<file path="src/twm_regs.svh">
/*
  Register offsets, field positions, status codes and timing figures of the
  two-wire master engine. Assumes it is included by its bare name.
*/
`ifndef TWM_REGS_SVH
`define TWM_REGS_SVH

// Byte offsets on the register bus.
`define TWM_CTRL_OFS 8'h00
`define TWM_STAT_OFS 8'h04
`define TWM_DATA_OFS 8'h08

// Control register bit positions.
`define TWM_C_DONE 7
`define TWM_C_ACK 6
`define TWM_C_START 5
`define TWM_C_STOP 4
`define TWM_C_WCOL 3
`define TWM_C_EN 2
`define TWM_C_IE 0

// Status register fields: code in the top five bits, prescaler at the bottom.
`define TWM_S_CODE_HI 7
`define TWM_S_CODE_LO 3
`define TWM_S_PRE_HI 1

// Status codes as read with the prescaler bits at zero.
`define TWM_ST_IDLE 8'hf8
`define TWM_ST_START 8'h08
`define TWM_ST_RSTART 8'h10
`define TWM_ST_AW_ACK 8'h18
`define TWM_ST_AW_NACK 8'h20
`define TWM_ST_TD_ACK 8'h28
`define TWM_ST_TD_NACK 8'h30
`define TWM_ST_ARB 8'h38
`define TWM_ST_AR_ACK 8'h40
`define TWM_ST_AR_NACK 8'h48
`define TWM_ST_RD_ACK 8'h50
`define TWM_ST_RD_NACK 8'h58

// Bit timing: a quarter of a 100 kHz bit, and the system clock period.
`define TWM_QTR_NS 2500
`define TWM_CLK_NS 20
`define TWM_LAST_BIT 4'h8

`endif

</file>
<file path="src/twm_pkg.sv">
/*
  Types shared by the two-wire master engine files.
  Assumes nothing beyond a SystemVerilog compiler.
*/
package twm_pkg;
  // Sequencer states of the bus engine.
  typedef enum logic [2:0] {
    TWM_IDLE, TWM_WAIT_FREE, TWM_START, TWM_TX, TWM_RX, TWM_STOP, TWM_HOLD
  } twm_state_e;
endpackage

</file>
<file path="src/twm_sync.sv">
/*
  Two-stage synchroniser for the sampled bus lines.
  Assumes the lines idle high, so both stages reset to one.
*/
`timescale 1ns/10ps
module twm_sync #(
  parameter int WIDTH = 2
) (
  clk,
  rst,
  din,
  dout
);
  input wire logic clk;
  input wire logic rst;
  input wire logic [WIDTH-1:0] din;
  output logic [WIDTH-1:0] dout;

  // First stage of each line; only the second stage reads it.
  logic [WIDTH-1:0] meta_r;

  // One pair of flip-flops per line.
  for (genvar i = 0; i < WIDTH; i++) begin : g_line
    always_ff @(posedge clk or posedge rst) begin
      if (rst) begin
        meta_r[i] <= 1'b1;
        dout[i] <= 1'b1;
      end else begin
        meta_r[i] <= din[i];
        dout[i] <= meta_r[i];
      end
    end
  end

  initial begin
    if (WIDTH < 1) $error("twm_sync needs at least one line");
  end
endmodule // twm_sync

</file>
<file path="src/twm_engine.sv">
/*
  Master side of a byte-oriented two-wire serial interface with an APB
  register port: control, status and data registers, a start/stop/byte
  sequencer and arbitration checking.
  Assumes external pull-ups on both lines and a 50 MHz system clock.
  // Operation
  // - Wait for free bus before START
  // - After START set flag, code 08
  // - Address direction bit selects transmit or receive
  // - Next action only after flag cleared
  // - Read address done: flag, code 38/40/48
  // - Codes assume prescaler bits read zero
  // - Received byte readable when flag set
  // - Stop request sends STOP, self-clears
  // - Stop plus start: STOP then START
  // - Start alone: repeated START, bus kept
  // - Repeated START reports 10, any address
  // - Write address after 10 switches to transmit
  // - Arbitration lost: release, or START later
  // - Code 38 for receive-side arbitration loss
  // - After 40/50 receive byte, ACK per enable
  // - Address NACK 48: no data, end only
  // - Received byte: 50 with ACK, 58 NACK
  // - After 58 only restart or stop
  // - Data write with flag low ignored, collision
  // - Flag set holds the transfer suspended
*/
`timescale 1ns/10ps
`include "twm_regs.svh"
module twm_engine
  import twm_pkg::*;
#(
  parameter int QTR_CYCLES = (`TWM_QTR_NS + `TWM_CLK_NS - 1) / `TWM_CLK_NS
) (
  clk,
  rst,
  psel,
  penable,
  pwrite,
  paddr,
  pwdata,
  prdata,
  pready,
  pslverr,
  scl_i,
  scl_o,
  scl_oe,
  sda_i,
  sda_o,
  sda_oe,
  irq
);
  input wire logic clk;
  input wire logic rst;
  input wire logic psel;
  input wire logic penable;
  input wire logic pwrite;
  input wire logic [7:0] paddr;
  input wire logic [31:0] pwdata;
  output logic [31:0] prdata;
  output logic pready;
  output logic pslverr;
  input wire logic scl_i;
  output logic scl_o;
  output logic scl_oe;
  input wire logic sda_i;
  output logic sda_o;
  output logic sda_oe;
  output logic irq;

  // Software-visible state.
  logic flag_r; // Operation done flag.
  logic ack_en_r; // Return ACK on received bytes.
  logic start_r; // Start request.
  logic stop_r; // Stop request, cleared by hardware.
  logic wcol_r; // Write collision.
  logic en_r; // Interface enable.
  logic ie_r; // Interrupt enable.
  logic [1:0] pre_r; // Prescaler bits, stored only.
  logic [7:0] code_r; // Status code with prescaler bits at zero.
  logic [7:0] data_r; // Data register.

  // Sequencer state.
  twm_state_e state_r;
  logic [1:0] ph_r; // Quarter-bit phase.
  logic [3:0] bit_r; // Bit index, eight is the acknowledge slot.
  logic [7:0] shift_r; // Outgoing or incoming byte.
  logic [15:0] div_r; // Quarter-bit divider.
  logic scl_low_r; // Pull the clock line low.
  logic sda_low_r; // Pull the data line low.
  logic rx_mode_r; // Last address carried the read bit.
  logic is_addr_r; // Byte in flight is an address.
  logic rep_r; // This master owns the bus, so a START is a repeated one.
  logic arb_r; // Last event was arbitration loss.
  logic busy_r; // Bus seen between a START and a STOP.
  logic evt_r; // One-cycle pulse: raise the flag with evt_code_r.
  logic [7:0] evt_code_r;
  logic evt_rx_r; // With evt_r: shift_r holds a received byte.
  logic stop_done_r; // One-cycle pulse: STOP finished.

  // Synchronised lines and their previous values.
  logic scl_s;
  logic sda_s;
  logic scl_d;
  logic sda_d;

  // Bus decode.
  logic wr_en;
  logic ctrl_wr;
  logic stat_wr;
  logic data_wr;
  logic mapped;
  logic clr_go;
  logic idle_go;
  logic tick;
  logic start_seen;
  logic stop_seen;

  twm_sync #(
    .WIDTH(2)
  ) u_sync (
    .clk(clk),
    .rst(rst),
    .din({scl_i, sda_i}),
    .dout({scl_s, sda_s})
  );

  // Every register answers in its access phase without wait states.
  assign mapped = (paddr == `TWM_CTRL_OFS) || (paddr == `TWM_STAT_OFS) ||
                  (paddr == `TWM_DATA_OFS);
  assign pready = 1'b1;
  assign pslverr = psel && penable && !mapped;
  assign wr_en = psel && penable && pwrite;
  assign ctrl_wr = wr_en && (paddr == `TWM_CTRL_OFS);
  assign stat_wr = wr_en && (paddr == `TWM_STAT_OFS);
  assign data_wr = wr_en && (paddr == `TWM_DATA_OFS);
  // Writing a one to the flag while it is set releases the held transfer.
  assign clr_go = ctrl_wr && pwdata[`TWM_C_DONE] && pwdata[`TWM_C_EN] && flag_r;
  // A start request from an idle engine, with the flag clear.
  assign idle_go = ctrl_wr && pwdata[`TWM_C_START] && pwdata[`TWM_C_EN] &&
                   !flag_r && (state_r == TWM_IDLE);
  assign tick = (div_r == 16'(QTR_CYCLES - 1));
  assign start_seen = scl_s && scl_d && sda_d && !sda_s;
  assign stop_seen = scl_s && scl_d && !sda_d && sda_s;

  // Lines are open drain: only a low is ever driven.
  assign scl_o = 1'b0;
  assign sda_o = 1'b0;
  assign scl_oe = scl_low_r;
  assign sda_oe = sda_low_r;
  assign irq = flag_r && ie_r;

  // Read data is captured in the setup phase so it stands in a flip-flop.
  always_ff @(posedge clk or posedge rst) begin
    if (rst) begin
      prdata <= 32'h0;
    end else if (psel && !penable && !pwrite) begin
      case (paddr)
        `TWM_CTRL_OFS: prdata <= {24'h0, flag_r, ack_en_r, start_r, stop_r,
                                  wcol_r, en_r, 1'b0, ie_r};
        `TWM_STAT_OFS: prdata <= {24'h0, code_r[`TWM_S_CODE_HI:`TWM_S_CODE_LO],
                                  1'b0, pre_r};
        `TWM_DATA_OFS: prdata <= {24'h0, data_r};
        default: prdata <= 32'h0;
      endcase
    end
  end

  // Control bits; the flag set by hardware wins over a clear in one cycle.
  always_ff @(posedge clk or posedge rst) begin
    if (rst) begin
      flag_r <= 1'b0;
      ack_en_r <= 1'b0;
      start_r <= 1'b0;
      stop_r <= 1'b0;
      en_r <= 1'b0;
      ie_r <= 1'b0;
    end else begin
      if (ctrl_wr) begin
        ack_en_r <= pwdata[`TWM_C_ACK];
        start_r <= pwdata[`TWM_C_START];
        en_r <= pwdata[`TWM_C_EN];
        ie_r <= pwdata[`TWM_C_IE];
      end
      if (stop_done_r) begin
        stop_r <= 1'b0;
      end else if (ctrl_wr) begin
        stop_r <= pwdata[`TWM_C_STOP];
      end
      if (evt_r) begin
        flag_r <= 1'b1;
      end else if (ctrl_wr && pwdata[`TWM_C_DONE]) begin
        flag_r <= 1'b0;
      end
    end
  end

  // Status code, prescaler bits, data register and collision bit.
  always_ff @(posedge clk or posedge rst) begin
    if (rst) begin
      code_r <= `TWM_ST_IDLE;
      pre_r <= 2'h0;
      data_r <= 8'h0;
      wcol_r <= 1'b0;
    end else begin
      if (evt_r) begin
        code_r <= evt_code_r;
      end else if (clr_go || idle_go) begin
        code_r <= `TWM_ST_IDLE; // No valid code while the bus works.
      end
      if (stat_wr) begin
        pre_r <= pwdata[`TWM_S_PRE_HI:0];
      end
      if (evt_r && evt_rx_r) begin
        data_r <= shift_r;
      end else if (data_wr && flag_r) begin
        data_r <= pwdata[7:0];
      end
      if (data_wr && !flag_r) begin
        wcol_r <= 1'b1;
      end else if (data_wr) begin
        wcol_r <= 1'b0;
      end
    end
  end

  // Bus occupancy from START and STOP seen on the lines.
  always_ff @(posedge clk or posedge rst) begin
    if (rst) begin
      scl_d <= 1'b1;
      sda_d <= 1'b1;
      busy_r <= 1'b0;
    end else begin
      scl_d <= scl_s;
      sda_d <= sda_s;
      if (start_seen) begin
        busy_r <= 1'b1;
      end else if (stop_seen || !en_r) begin
        busy_r <= 1'b0;
      end
    end
  end

  // Quarter-bit divider, restarted whenever the engine is not stepping.
  always_ff @(posedge clk or posedge rst) begin
    if (rst) begin
      div_r <= 16'h0;
    end else if (tick || state_r == TWM_IDLE || state_r == TWM_HOLD ||
                 state_r == TWM_WAIT_FREE) begin
      div_r <= 16'h0;
    end else begin
      div_r <= div_r + 16'h1;
    end
  end

  // Bus sequencer: each bit takes four quarter phases.
  always_ff @(posedge clk or posedge rst) begin
    if (rst) begin
      state_r <= TWM_IDLE;
      ph_r <= 2'h0;
      bit_r <= 4'h0;
      shift_r <= 8'h0;
      scl_low_r <= 1'b0;
      sda_low_r <= 1'b0;
      rx_mode_r <= 1'b0;
      is_addr_r <= 1'b0;
      rep_r <= 1'b0;
      arb_r <= 1'b0;
      evt_r <= 1'b0;
      evt_code_r <= `TWM_ST_IDLE;
      evt_rx_r <= 1'b0;
      stop_done_r <= 1'b0;
    end else begin
      evt_r <= 1'b0;
      evt_rx_r <= 1'b0;
      stop_done_r <= 1'b0;
      ph_r <= 2'h0;
      bit_r <= 4'h0;
      if (!en_r && !idle_go) begin
        // Disabled: let go of both lines and forget the transfer.
        state_r <= TWM_IDLE;
        scl_low_r <= 1'b0;
        sda_low_r <= 1'b0;
        rep_r <= 1'b0;
        arb_r <= 1'b0;
      end else begin
        case (state_r)
          TWM_IDLE: begin
            if (idle_go) begin
              state_r <= TWM_WAIT_FREE;
            end
          end
          TWM_WAIT_FREE: begin
            // Another master may own the bus; wait for its STOP.
            if (!busy_r) begin
              state_r <= TWM_START;
              rep_r <= 1'b0;
            end
          end
          TWM_HOLD: begin
            // Nothing moves on the bus until the flag is cleared.
            if (clr_go) begin
              if (arb_r) begin
                arb_r <= 1'b0;
                rep_r <= 1'b0;
                state_r <= pwdata[`TWM_C_START] ? TWM_WAIT_FREE : TWM_IDLE;
              end else if (pwdata[`TWM_C_STOP]) begin
                state_r <= TWM_STOP;
              end else if (pwdata[`TWM_C_START]) begin
                state_r <= TWM_START;
              end else if (rx_mode_r && (code_r == `TWM_ST_AR_ACK ||
                                         code_r == `TWM_ST_RD_ACK)) begin
                state_r <= TWM_RX;
              end else begin
                // Address after a START, or a data byte while transmitting.
                state_r <= TWM_TX;
                shift_r <= data_r;
                is_addr_r <= (code_r == `TWM_ST_START) || (code_r == `TWM_ST_RSTART);
                if (code_r == `TWM_ST_START || code_r == `TWM_ST_RSTART) begin
                  rx_mode_r <= data_r[0];
                end
              end
            end else begin
              state_r <= TWM_HOLD;
            end
          end
          default: begin
            // Stepping states keep their phase and bit until the next tick.
            ph_r <= ph_r;
            bit_r <= bit_r;
            if (tick) begin
              ph_r <= ph_r + 2'h1;
              case (ph_r)
                2'h0: begin
                  // Clock is low, except for a START from idle: set up the data line.
                  case (state_r)
                    TWM_START: sda_low_r <= 1'b0;
                    TWM_STOP: sda_low_r <= 1'b1;
                    TWM_TX: sda_low_r <= (bit_r < `TWM_LAST_BIT) && !shift_r[7];
                    TWM_RX: sda_low_r <= (bit_r == `TWM_LAST_BIT) && ack_en_r;
                    default: sda_low_r <= 1'b0;
                  endcase
                end
                2'h1: begin
                  scl_low_r <= 1'b0;
                end
                2'h2: begin
                  // A slave stretching the clock holds this phase.
                  if (!scl_s) begin
                    ph_r <= ph_r;
                  end else if (state_r == TWM_START) begin
                    sda_low_r <= 1'b1;
                  end else if (state_r == TWM_STOP) begin
                    sda_low_r <= 1'b0;
                  end else if (!sda_low_r && !sda_s &&
                               (state_r == TWM_TX ? bit_r < `TWM_LAST_BIT
                                                  : bit_r == `TWM_LAST_BIT)) begin
                    // Someone else holds data low where we let it go high.
                    state_r <= TWM_HOLD;
                    scl_low_r <= 1'b0;
                    sda_low_r <= 1'b0;
                    arb_r <= 1'b1;
                    rep_r <= 1'b0;
                    evt_r <= 1'b1;
                    evt_code_r <= `TWM_ST_ARB;
                  end else if (state_r == TWM_RX && bit_r < `TWM_LAST_BIT) begin
                    shift_r <= {shift_r[6:0], sda_s};
                  end else if (bit_r == `TWM_LAST_BIT) begin
                    // Keep a one in the low bit of evt_code_r when the slave acknowledged (data low).
                    evt_rx_r <= 1'b0;
                    is_addr_r <= is_addr_r;
                    rep_r <= rep_r;
                    arb_r <= !sda_s ? 1'b0 : 1'b0;
                    evt_code_r <= {7'h0, !sda_s};
                  end
                end
                default: begin
                  ph_r <= 2'h0;
                  if (state_r == TWM_START) begin
                    scl_low_r <= 1'b1;
                    state_r <= TWM_HOLD;
                    evt_r <= 1'b1;
                    evt_code_r <= rep_r ? `TWM_ST_RSTART : `TWM_ST_START;
                    rep_r <= 1'b1;
                  end else if (state_r == TWM_STOP) begin
                    stop_done_r <= 1'b1;
                    rep_r <= 1'b0;
                    state_r <= start_r ? TWM_WAIT_FREE : TWM_IDLE;
                  end else if (bit_r != `TWM_LAST_BIT) begin
                    scl_low_r <= 1'b1;
                    bit_r <= bit_r + 4'h1;
                    if (state_r == TWM_TX) begin
                      shift_r <= {shift_r[6:0], 1'b0};
                    end
                  end else begin
                    // Byte and acknowledge done: report and wait.
                    scl_low_r <= 1'b1;
                    sda_low_r <= 1'b0;
                    state_r <= TWM_HOLD;
                    evt_r <= 1'b1;
                    evt_rx_r <= (state_r == TWM_RX);
                    if (state_r == TWM_RX) begin
                      evt_code_r <= ack_en_r ? `TWM_ST_RD_ACK : `TWM_ST_RD_NACK;
                    end else if (is_addr_r && rx_mode_r) begin
                      evt_code_r <= evt_code_r[0] ? `TWM_ST_AR_ACK
                                                  : `TWM_ST_AR_NACK;
                    end else if (is_addr_r) begin
                      evt_code_r <= evt_code_r[0] ? `TWM_ST_AW_ACK : `TWM_ST_AW_NACK;
                    end else begin
                      evt_code_r <= evt_code_r[0] ? `TWM_ST_TD_ACK
                                                  : `TWM_ST_TD_NACK;
                    end
                  end
                end
              endcase
            end
          end
        endcase
      end
    end
  end

  initial begin
    if (QTR_CYCLES < 2 || QTR_CYCLES > 65535) $error("QTR_CYCLES out of range");
  end
endmodule // twm_engine

</file>
<file path="config.mk">
export PLATFORM = sky130hd
export DESIGN_NAME = twm_engine
export DESIGN_NICKNAME = d
export VERILOG_FILES = /design/src/twm_pkg.sv /design/src/twm_sync.sv /design/src/twm_engine.sv
export VERILOG_INCLUDE_DIRS = /design/src /design/src/src
export SDC_FILE = /design/constraint.sdc
export NUM_CORES = 1
export LEC_CHECK = 0
export ABC_CLOCK_PERIOD_IN_PS = 3000
export BUFFER_PORTS_ARGS = -buffer_cell sky130_fd_sc_hd__buf_2
export CAP_MARGIN = 20
export CORE_MARGIN = 8
export CORE_UTILIZATION = 40
export DETAILED_ROUTE_END_ITERATION = 10
export GPL_ROUTABILITY_DRIVEN = 1
export PLACE_DENSITY = 0.68
export SLEW_MARGIN = 20
export SYNTH_ARGS = -nofsm -noshare
export SYNTH_HDL_FRONTEND = slang
export SYNTH_HIERARCHICAL = 1
export SYNTH_SLANG_ARGS = --single-unit
</file>
<file path="constraint.sdc">
create_clock -name clk -period 3 [get_ports clk]
set_input_delay 0.9 -clock clk [delete_from_list [all_inputs] [get_ports clk]]
set_output_delay 0.9 -clock clk [all_outputs]
set_load 0.05 [all_outputs]
</file>
==> results.md, run 1 <==
* Flop2flop setup slack at 430 ps
* Req. time, crit path at 2100 ps
* Final ANT Viol Nets at 0
* VDD IR-drop max at 231.6 µV
* Yosys reg bits at 86
* Yosys Warn Count at 6
* Largest net degree at the start of global routing at 58
* Initial Utilization at 0.4030
* Slew Limit Fails at 0
* First-pass GRT wire length at 19.96 mm
* Pre-antenna DRT Iters at 5
* Post-synth EDFFs at 0
* Slowest stage cell, crit path: nor4_2
* Avg Vias per Cell at 5.303
* Mapped Cells at 533
* Port buffer count at 34
* DP Wirelength at 8.882 mm
* Mapped cell area at 5024 µm²
* P_leak at 0.002641 µW
* Layout Nets at 627
* GRT overflow at 0
* DRC errors left at 0
* Min cycle time layout at 2788 ps
* WHS Endpoint: u_sync/dout[0]$_DFF_PP1_
* Area grow syn2layout at 12.18%
* Vias in the first global route at 4,008
* Most common cell after layout, fill and taps aside: dfrtp_1
* Synth cell types at 73
* Worst flop-to-flop path endpoint: shift_r[0]$_DFFE_PP0P_
* CP max stage delay at 400 ps
* Asr flop ratio synth at 1.000
* Clk slew on worst S/H paths at 60 ps
* Crit path cell chain: buf_2, nor4_2, buf_4, a31oi_2, buf_2
* DIE WIDTH at 128.1 µm
* Post-cts sizing count at 0
* CP endpoint kind: output pin
* Die area at 16,400 µm²
* Final hold vios at 0
* Number of diodes at 0
* Hold depth at 0
* Initial antenna violation count at 0
* Pwr Density at 436.4 nW/µm²
* Filler Cells Inserted at 1,224
* Worst-path fanout max at 4
* Share of post-route cells with drive strength above 1 at 0.1840
* Grt met1 use at 0.1948
* RSZ-0062 raised after global routing: no
* Final Setup Violations at 0
* Worst r2r src: div_r[0]$_DFF_PP0_
* CP most frequent cell: buf_2
* Core area at 12,470 µm²
* Rel. slew slack at 0.5474
* Initial drt markers at 475
* Wire per inst at 16.30 µm
* Register area at 2172 µm²
* Max Cap Viol at 0
* Post-Route WL at 12.20 mm
* Actual slew at the worst max-slew pin at 677.4 ps
* Register-to-Register Path Depth at 8
* Avg Synthesized Cell Area at 9.425 µm²
* Hold_sp: u_sync/meta_r[0]$_DFF_PP1_
* Most common flop cell mapped by yosys: dfrtp_1
* CTS Hold Bufs at 0
* Sink Count at 86
* CTS tree: done
* Via count at 3,967
* H-tree lvl count at 3
* CP Class: primary input to output pin
* Ports at 86
* Worst skew pair latency at 340 ps
* Final core utilization at 0.4521
* Gr busiest metal: met2
* Seq/Total Area, Yosys at 0.4324
* Hold Crit Class: register to register
* Period utilization at 0.9294
* Chip height at 128.1 µm
* Most frequent cells in the layout: dfrtp_1, nand2_1, nor2_1
* GP Congestion at 0.9109
* Critical path startpoint category: primary input
* Row count at 41
* Sum Neg Setup Slack at 0 ps
* Post-CTS setup buffer count at 0
* CP Data Arrival Time at 1890 ps
* Root buf cell: clkbuf_16
* CTS Buffer Depth at 2
* Fmax at 358.7 MHz
* Status: completed
* GRT Total Usage at 0.1534
* GR Layer Usage met3 at 0.03993
* Area of the multi-input gates at 2550 µm²
* CTS Buf Count at 9
* Worst clock skew at 10.32 ps
* Grt met2 use at 0.2486
-- registers in the layout, indices dropped and copies added, names as in the netlist, 2 cells and up --
register,count
shift_r,8
u_sync/dout,2
evt_code_r,6
prdata,8
div_r,16
pre_r,2
code_r,6
u_sync/meta_r,2
data_r,8
bit_r,4
ph_r,2
state_r,3
-- worst max-delay path by stage --
stage,cells after the start,endpoint,start,slack (ps)
3_3_place_gp,6,rx_mode_r$_DFFE_PP0P_,paddr[7],110
2_1_floorplan,1,ack_en_r$_DFFE_PP0N_,rst,10
4_1_cts,5,pslverr,paddr[7],210
3_5_place_dp,9,bit_r[0]$_DFFE_PP0P_,paddr[7],100
5_1_grt,5,pslverr,paddr[7],80
6_report,5,pslverr,paddr[7],210
-- layout make-up --
type	instances	area share
Clock buffer	12	0.04374
Multi-Input combinational cell	399	0.4525
Clock inverter	4	0.008437
Inverter	24	0.01665
Tap cell	172	0.03819
Timing Repair Buffer	51	0.05506
Sequential cell	86	0.3854
-- metal layers --
| metal | wire (µm) | vias to the layer above |
|---|---|---|
| li1 | - | 1896 |
| met1 | 5534 | 1927 |
| met2 | 5678 | 127 |
| met3 | 799 | 17 |
| met4 | 183 | 0 |
| met5 | 0 | - |
-- kinds of logic (layout without fill, tap and decap cells) --
logic type	after synthesis	count (layout)	synth area share
buffers and inverters	73	91	0.07995
XOR/XNOR	15	15	0.02615
AO/OA/AOI/OAI	96	96	0.1295
adder cells (fa/ha/maj)	9	9	0.02242
other	2	27	0.001495
flip-flops	86	86	0.4324
AND/OR/NAND/NOR	208	208	0.2122
multiplexers	44	44	0.09589
-- per-stage QoR --
step | power, µW | std cells | worst slack (ps) | instance area [µm²] | hold WS [ps]
after floorplan | 1343 | 558 | 11.42 | 5124 | 345.2
after global placement | 1356 | 732 | 110.8 | 5341 | 346.1
after detailed placement | 1359 | 732 | 102.3 | 5341 | 350.7
after CTS | 2481 | 748 | 205.3 | 5635 | 359.7
after global routing | 2539 | 748 | 84.57 | 5635 | 358.6
final | 2459 | 748 | 211.8 | 5635 | 354.6
-- synth_stat cells, types with 6 or more instances --
cell	number	area [µm²]
a31oi_1	7	43.79
nand3b_1	6	45.04
nor2_1	56	210.2
clkbuf_1	17	63.81
dfstp_2	16	420.4
a22o_1	6	52.55
nor3_1	10	50.05
ha_1	9	112.6
a21o_1	6	45.04
mux2_1	9	101.4
o21ai_0	21	105.1
nand2_1	60	225.2
nand3_1	18	90.09
nand4_1	6	37.54
dfrtp_1	70	1752
or3_1	7	43.79
xnor2_1	6	52.55
mux2_2	8	90.09
nand2b_1	6	37.54
xor2_1	9	78.83
buf_4	27	202.7
mux2i_1	23	230.2
inv_1	22	82.58
a21oi_1	23	115.1
-- where the power goes --
part	total (µW)	switching (µW)	internal, µW
Combinational	161	132	29.2
Clock	1120	455	666
Sequential	1180	6.62	1170
Total	2460	593	1870
-- critical path: cells and delay by family --
family | cells | cell delay [ps]
AO/OA/AOI/OAI | 1 | 70
buffers and inverters | 3 | 520
AND/OR/NAND/NOR | 1 | 400
No activity file was read; power rests on OpenSTA's default activity.
==> inputs of run 2 (changes only) <==
--- a/config.mk
+++ b/config.mk
@@ -7,8 +7,9 @@
 export NUM_CORES = 1
 export LEC_CHECK = 0
 export ABC_CLOCK_PERIOD_IN_PS = 3000
-export BUFFER_PORTS_ARGS = -buffer_cell sky130_fd_sc_hd__buf_2
+export BUFFER_PORTS_ARGS = -buffer_cell sky130_fd_sc_hd__buf_4
 export CAP_MARGIN = 20
+export CORE_ASPECT_RATIO = 1.5
 export CORE_MARGIN = 8
 export CORE_UTILIZATION = 40
 export DETAILED_ROUTE_END_ITERATION = 10
==> run 2 against run 1 <==
Critical path depth did not move. Global-route usage hardly changed. Clock skew is 1.7 ps lower. Worst hold slack better by 0.80 ps. Flip-flop and latch count stayed put. Largest cell class unchanged. Highest routed layer unchanged.
==> results.md, run 2 (synthesis gave the netlist of run 1 again) <==
* Hold Crit Class: register to register
* CP max stage delay at 260 ps (-140 ps)
* Sum Neg Setup Slack at 0 ps (unchanged)
* RSZ-0062 raised after global routing: no
* Pre-antenna DRT Iters at 4 (-1)
* Setup WS pre-CTS at 85.75 ps (-16.52 ps)
* Initial drt markers at 218 (-54%)
* Row count at 50 (+22%)
* Via count at 3,989 (+0.55%)
* CTS Hold Bufs at 0 (unchanged)
* Worst clock skew at 8.637 ps (-1.687 ps)
* Avg Vias per Cell at 5.449 (+2.8%)
* Area grow syn2layout at 13.80%
* Slew Limit Fails at 0 (unchanged)
* H-tree lvl count at 3 (unchanged)
* Final hold vios at 0 (unchanged)
* Max reg flops at 16 (unchanged)
* Core area at 12,390 µm² (-0.63%)
* Largest net degree at the start of global routing at 56 (-3.4%)
* CTS tree: done
* Min cycle time layout at 2641 ps (-147.4 ps)
* Layout Cells excl Fill at 732 (-2.1%)
* P_leak at 0.002668 µW (+1.0%)
* Max Cap Viol at 0 (unchanged)
* CP Data Arrival Time at 1740 ps (-150 ps)
* First-pass GRT wire length at 20.20 mm (+1.2%)
* Actual slew at the worst max-slew pin at 642.3 ps (-35.08 ps)
* Total power at 2516 µW (+2.3%)
* Crit path cell chain: buf_4, nor4_2, buf_4, a31oi_2, buf_4
* Worst skew pair latency at 340 ps (about the same)
* Chip height at 153.3 µm (+20%)
* Post-cts sizing count at 0 (unchanged)
* Sink Count at 86 (unchanged)
* Most common cell after layout, fill and taps aside: dfrtp_1
* Share of post-route cells with drive strength above 1 at 0.1823 (-0.001736)
* CP most frequent cell: buf_4
* DRC errors left at 0 (unchanged)
* Die area at 16,470 µm² (+0.45%)
* Number of diodes at 0 (unchanged)
* Worst-path fanout max at 5 (+1)
* GP Congestion at 0.9170 (+0.67%)
* Post-CTS setup buffer count at 0 (unchanged)
* Initial antenna violation count at 0 (unchanged)
* VDD IR-drop max at 233.3 µV (+0.75%)
* Vias in the first global route at 4,025 (+0.42%)
* Period utilization at 0.8803 (-0.04913)
* Initial Utilization at 0.4056 (+0.002565)
* Final Setup Violations at 0 (unchanged)
* Slack of the critical path at 359.2 ps (+147.4 ps)
* CP endpoint kind: output pin
* CTS Buf Count at 9 (unchanged)
* Final ANT Viol Nets at 0 (unchanged)
* Filler Cells Inserted at 1,194 (-2.5%)
* DP Wirelength at 9.368 mm (+5.5%)
* Slowest stage cell, crit path: nor4_2
* CP Class: primary input to output pin
* Layout Nets at 627 (unchanged)
* GRT overflow at 0 (unchanged)
* Port buffer count at 34 (unchanged)
* Wire per inst at 16.99 µm (+4.2%)
* Req. time, crit path at 2100 ps (about the same)
* Rel. slew slack at 0.5709 (+0.02344)
* Fmax at 378.7 MHz (+5.6%)
* Ports at 86 (unchanged)
* DIE WIDTH at 107.5 µm (-16%)
* Placed cells at 716 (-2.2%)
* Clk slew on worst S/H paths at 60 ps (about the same)
* Status: completed
* GRT Total Usage at 0.1533 (about the same)
* CTS Buffer Depth at 2 (unchanged)
* Post-Route WL at 12.44 mm (+2.0%)
* Root buf cell: clkbuf_16
* Pwr Density at 440.2 nW/µm² (+0.88%)
* Most frequent cells in the layout: dfrtp_1, nand2_1, nor2_1
* Top reg by flops: div_r
* Critical path startpoint category: primary input
* Hold_ws at 355.4 ps (+0.8040 ps)
-- run 2: layout make-up --
class                           instances  area, µm²  area share
Clock inverter                          4      73.82     0.01291
Multi-Input combinational cell        399       2550      0.4461
Timing Repair Buffer                   51      395.4     0.06916
Sequential cell                        86       2172      0.3800
Clock buffer                           12      236.5     0.04137
Tap cell                              156      195.2     0.03414
Inverter                               24      93.84     0.01641
-- run 2: final timing paths --
check                                           startpoint                        to  slack [ps]  cells after the start
worst max-delay path                              paddr[7]                   pslverr         360                      5
worst min-delay path            u_sync/meta_r[1]$_DFF_PP1_  u_sync/dout[1]$_DFF_PP1_         360                      0
worst max register to register          div_r[0]$_DFF_PP0_    state_r[2]$_DFFE_PP0P_         420                      8
worst min register to register  u_sync/meta_r[1]$_DFF_PP1_  u_sync/dout[1]$_DFF_PP1_         360                      0
max in group asynchronous                              rst     code_r[7]$_DFFE_PP1P_        1700                      3
min in group asynchronous                              rst      bit_r[2]$_DFFE_PP0P_         590                      2
-- run 2: critical path, delay by kind of cell --
kind | cells | cell delay, ps
compound gates | 1 | 80
buf+inv | 3 | 500
simple gates | 1 | 260
-- run 2: layer usage --
metal  routed length (µm)  vias up  track usage
met5                    0        -            0
met4                  626        0       0.1003
met3                  716       32      0.03493
met2                 6127      116       0.2554
met1                 4965     1934       0.1689
li1                     -     1907            -
-- run 2: through the flow --
step,util,cell area [µm²]
2_1_floorplan,-,5124
3_3_place_gp,0.4365,5406
3_5_place_dp,0.4365,5406
4_1_cts,0.4615,5717
5_1_grt,0.4615,5717
6_report,0.4615,5717
-- run 2: report_power, final --
group	leakage, µW	switching [µW]	internal, µW
sequential	0.00114	6.69	1170
combinational	0.00138	131	36.2
clock	0.000151	441	730
==> inputs of run 3 (changes only) <==
--- a/config.mk
+++ b/config.mk
@@ -12,8 +12,10 @@
 export CORE_ASPECT_RATIO = 1.5
 export CORE_MARGIN = 8
 export CORE_UTILIZATION = 40
+export CTS_CLUSTER_SIZE = 24
 export DETAILED_ROUTE_END_ITERATION = 10
 export GPL_ROUTABILITY_DRIVEN = 1
+export MAX_ROUTING_LAYER = met4
 export PLACE_DENSITY = 0.68
 export SLEW_MARGIN = 20
 export SYNTH_ARGS = -nofsm -noshare
==> run 3 against run 2 <==
Register-to-register slack worse by 130 ps. Routed wire length up 3.9%. Fmax down 2.5%. Global-route usage up 1.0 points. Setup slack worse by 67 ps. Cell area up 0.39%. Sequential share of layout area down 0.15 points. Flip-flop and latch count unchanged. Combinational power about the same. Core utilization up 0.18 points. Worst hold slack better by 2.0 ps. Critical endpoint is now shift_r[3]$_DFFE_PP0P_. Highest routed layer unchanged.
==> results.md, run 3 (synthesis gave the netlist of run 1 again) <==
* Initial antenna violation count at 0 (unchanged)
* Worst clock skew at 9.493 ps (+0.8555 ps)
* Pre-antenna DRT Iters at 5 (+1)
* Fmax at 369.3 MHz (-2.5%)
* Register area at 2172 µm² (unchanged)
* Share of post-route cells with drive strength above 1 at 0.1872 (+0.004883)
* Worst skew pair latency at 350 ps (about the same)
* Sw Pwr at 610.8 µW (+5.5%)
* Layout Nets at 628 (+0.16%)
* Worst flop-to-flop path endpoint: shift_r[3]$_DFFE_PP0P_
* RSZ-0062 raised after global routing: no
* Worst-path fanout max at 8 (+3)
* Flop pwr share at 0.458 (-0.010)
* P_int at 1962 µW (+1.2%)
* Post-Route WL at 12.92 mm (+3.9%)
* Max reg flops at 16 (unchanged)
* CP endpoint kind: register
* Min cycle time layout at 2708 ps (+67.12 ps)
* Ports at 86 (unchanged)
* DP Wirelength at 9.666 mm (+3.2%)
* Sw Share at 0.2374 (+0.007415)
* Post-CTS setup buffer count at 0 (unchanged)
* Largest net degree at the start of global routing at 40 (-29%)
* CP Class: register to register
* Comb power frac at 0.066 (about the same)
* Req. time, crit path at 3220 ps (+1120 ps)
* Rel. slew slack at 0.5224 (-0.04841)
* CP Data Arrival Time at 2930 ps (+1190 ps)
* GRT Total Usage at 0.1633 (+0.01008)
* First-pass GRT wire length at 20.92 mm (+3.6%)
* Number of diodes at 0 (unchanged)
* CTS Buffer Depth at 2 (unchanged)
* WHS Endpoint: u_sync/dout[1]$_DFF_PP1_
* Initial drt markers at 265 (+22%)
* H-tree lvl count at 3 (unchanged)
* Clk slew on worst S/H paths at 60 ps (about the same)
* GRT overflow at 0 (unchanged)
* Critical path startpoint category: register
* Chip height at 153.3 µm (unchanged)
* CTS Hold Bufs at 0 (unchanged)
* Period utilization at 0.9026 (+0.02237)
* Avg Vias per Cell at 5.492 (+0.79%)
* Die area at 16,470 µm² (unchanged)
* Root buf cell: clkbuf_16
* GP Congestion at 0.9259 (+0.97%)
* Top reg by flops: div_r
* Most frequent cells in the layout: dfrtp_1, nand2_1, nor2_1
* Hold Crit Class: register to register
* DIE WIDTH at 107.5 µm (unchanged)
* Wire per inst at 17.62 µm (+3.7%)
* Hold_sp: u_sync/meta_r[1]$_DFF_PP1_
* Sum Neg Setup Slack at 0 ps (unchanged)
* Via count at 4,026 (+0.93%)
* VDD IR-drop max at 312.2 µV (+34%)
* Hold depth at 0 (unchanged)
* Vias in the first global route at 4,064 (+0.97%)
* Core area at 12,390 µm² (unchanged)
* CTS Buf Count at 9 (unchanged)
* Max Cap Viol at 0 (unchanged)
* Port buffer count at 34 (unchanged)
* Actual slew at the worst max-slew pin at 714.8 ps (+72.46 ps)
* CTS tree: done
* Most common cell after layout, fill and taps aside: dfrtp_1
* Register-to-Register Path Depth at 6 (-2)
* Slew Limit Fails at 0 (unchanged)
* Area grow syn2layout at 14.25%
* Worst r2r src: div_r[13]$_DFF_PP0_
* Area of the multi-input gates at 2550 µm² (unchanged)
* Sink Count at 86 (unchanged)
* Clock power frac at 0.476 (+0.010)
* Flop2flop setup slack at 290 ps (-130 ps)
* Row count at 50 (unchanged)
* Status: completed
* Initial Utilization at 0.4056 (unchanged)
* Pwr Density at 448.3 nW/µm² (+1.8%)
* Hold_ws at 357.4 ps (+1.992 ps)
* Final Setup Violations at 0 (unchanged)
* Post-cts sizing count at 0 (unchanged)
* Final ANT Viol Nets at 0 (unchanged)
* P_leak at 0.002681 µW (+0.47%)
* DRC errors left at 0 (unchanged)
* Filler Cells Inserted at 1,186 (-0.67%)
* Final hold vios at 0 (unchanged)
[run 3: cell count changes in the layout (fill, tap and decap cells not counted)]
cell / change
buf_4: +1
clkinv_4: +1
clkbuf_1: -2
clkbuf_8: +1
[run 3: power groups by stage]
stage	Sequential (µW)	Clock (µW)	Combinational, µW
floorplan	1200	0	148
global placement	1200	0	165
detailed placement	1200	0	169
CTS	1180	1240	169
global route	1180	1290	181
finish	1180	1230	169
[run 3: worst max-delay path by stage]
stage	start	endpoint	slack [ps]	depth (start not counted)
finish	div_r[13]$_DFF_PP0_	shift_r[3]$_DFFE_PP0P_	290	6
global route	div_r[13]$_DFF_PP0_	shift_r[3]$_DFFE_PP0P_	150	6
CTS	paddr[7]	pslverr	360	5
detailed placement	paddr[7]	rx_mode_r$_DFFE_PP0P_	130	7
global placement	paddr[7]	rx_mode_r$_DFFE_PP0P_	190	8
floorplan	rst	ack_en_r$_DFFE_PP0N_	10	1
[run 3: stage by stage]
stage	setup WS, ps	std cells	utilization	cell area [µm²]	total power, µW
detailed placement	128.7	717	0.4371	5414	1367
global route	148.4	733	0.4633	5739	2650
global placement	192.4	717	0.4371	5414	1364
CTS	357.0	733	0.4633	5739	2590
floorplan	11.42	558	-	5124	1343
finish	292.1	733	0.4633	5739	2573
[run 3: routing by layer]
layer / GRT usage / up-vias / routed length [µm]
met4: 0.08035 / 0 / 414
met5: - / - / 0
li1: - / 1903 / -
met3: 0.03914 / 30 / 780
met1: 0.1759 / 1967 / 5098
met2: 0.2724 / 126 / 6624
[run 3: area by class of cell]
type                       instances  share of cell area
clock inverter                     5             0.01439
multi-input combinational        399              0.4443
timing repair buffer              52             0.07020
sequential                        86              0.3785
inverter                          24             0.01635
tap                              156             0.03401
clock buffer                      11             0.04229
[run 3: worst max-delay path, stage by stage (launching register included)]
cell	delay, ps
dfrtp_1	410
nor4_1	480
nand4_1	190
nor4_1	620
a21oi_1	230
nor2_4	280
mux2_1	360
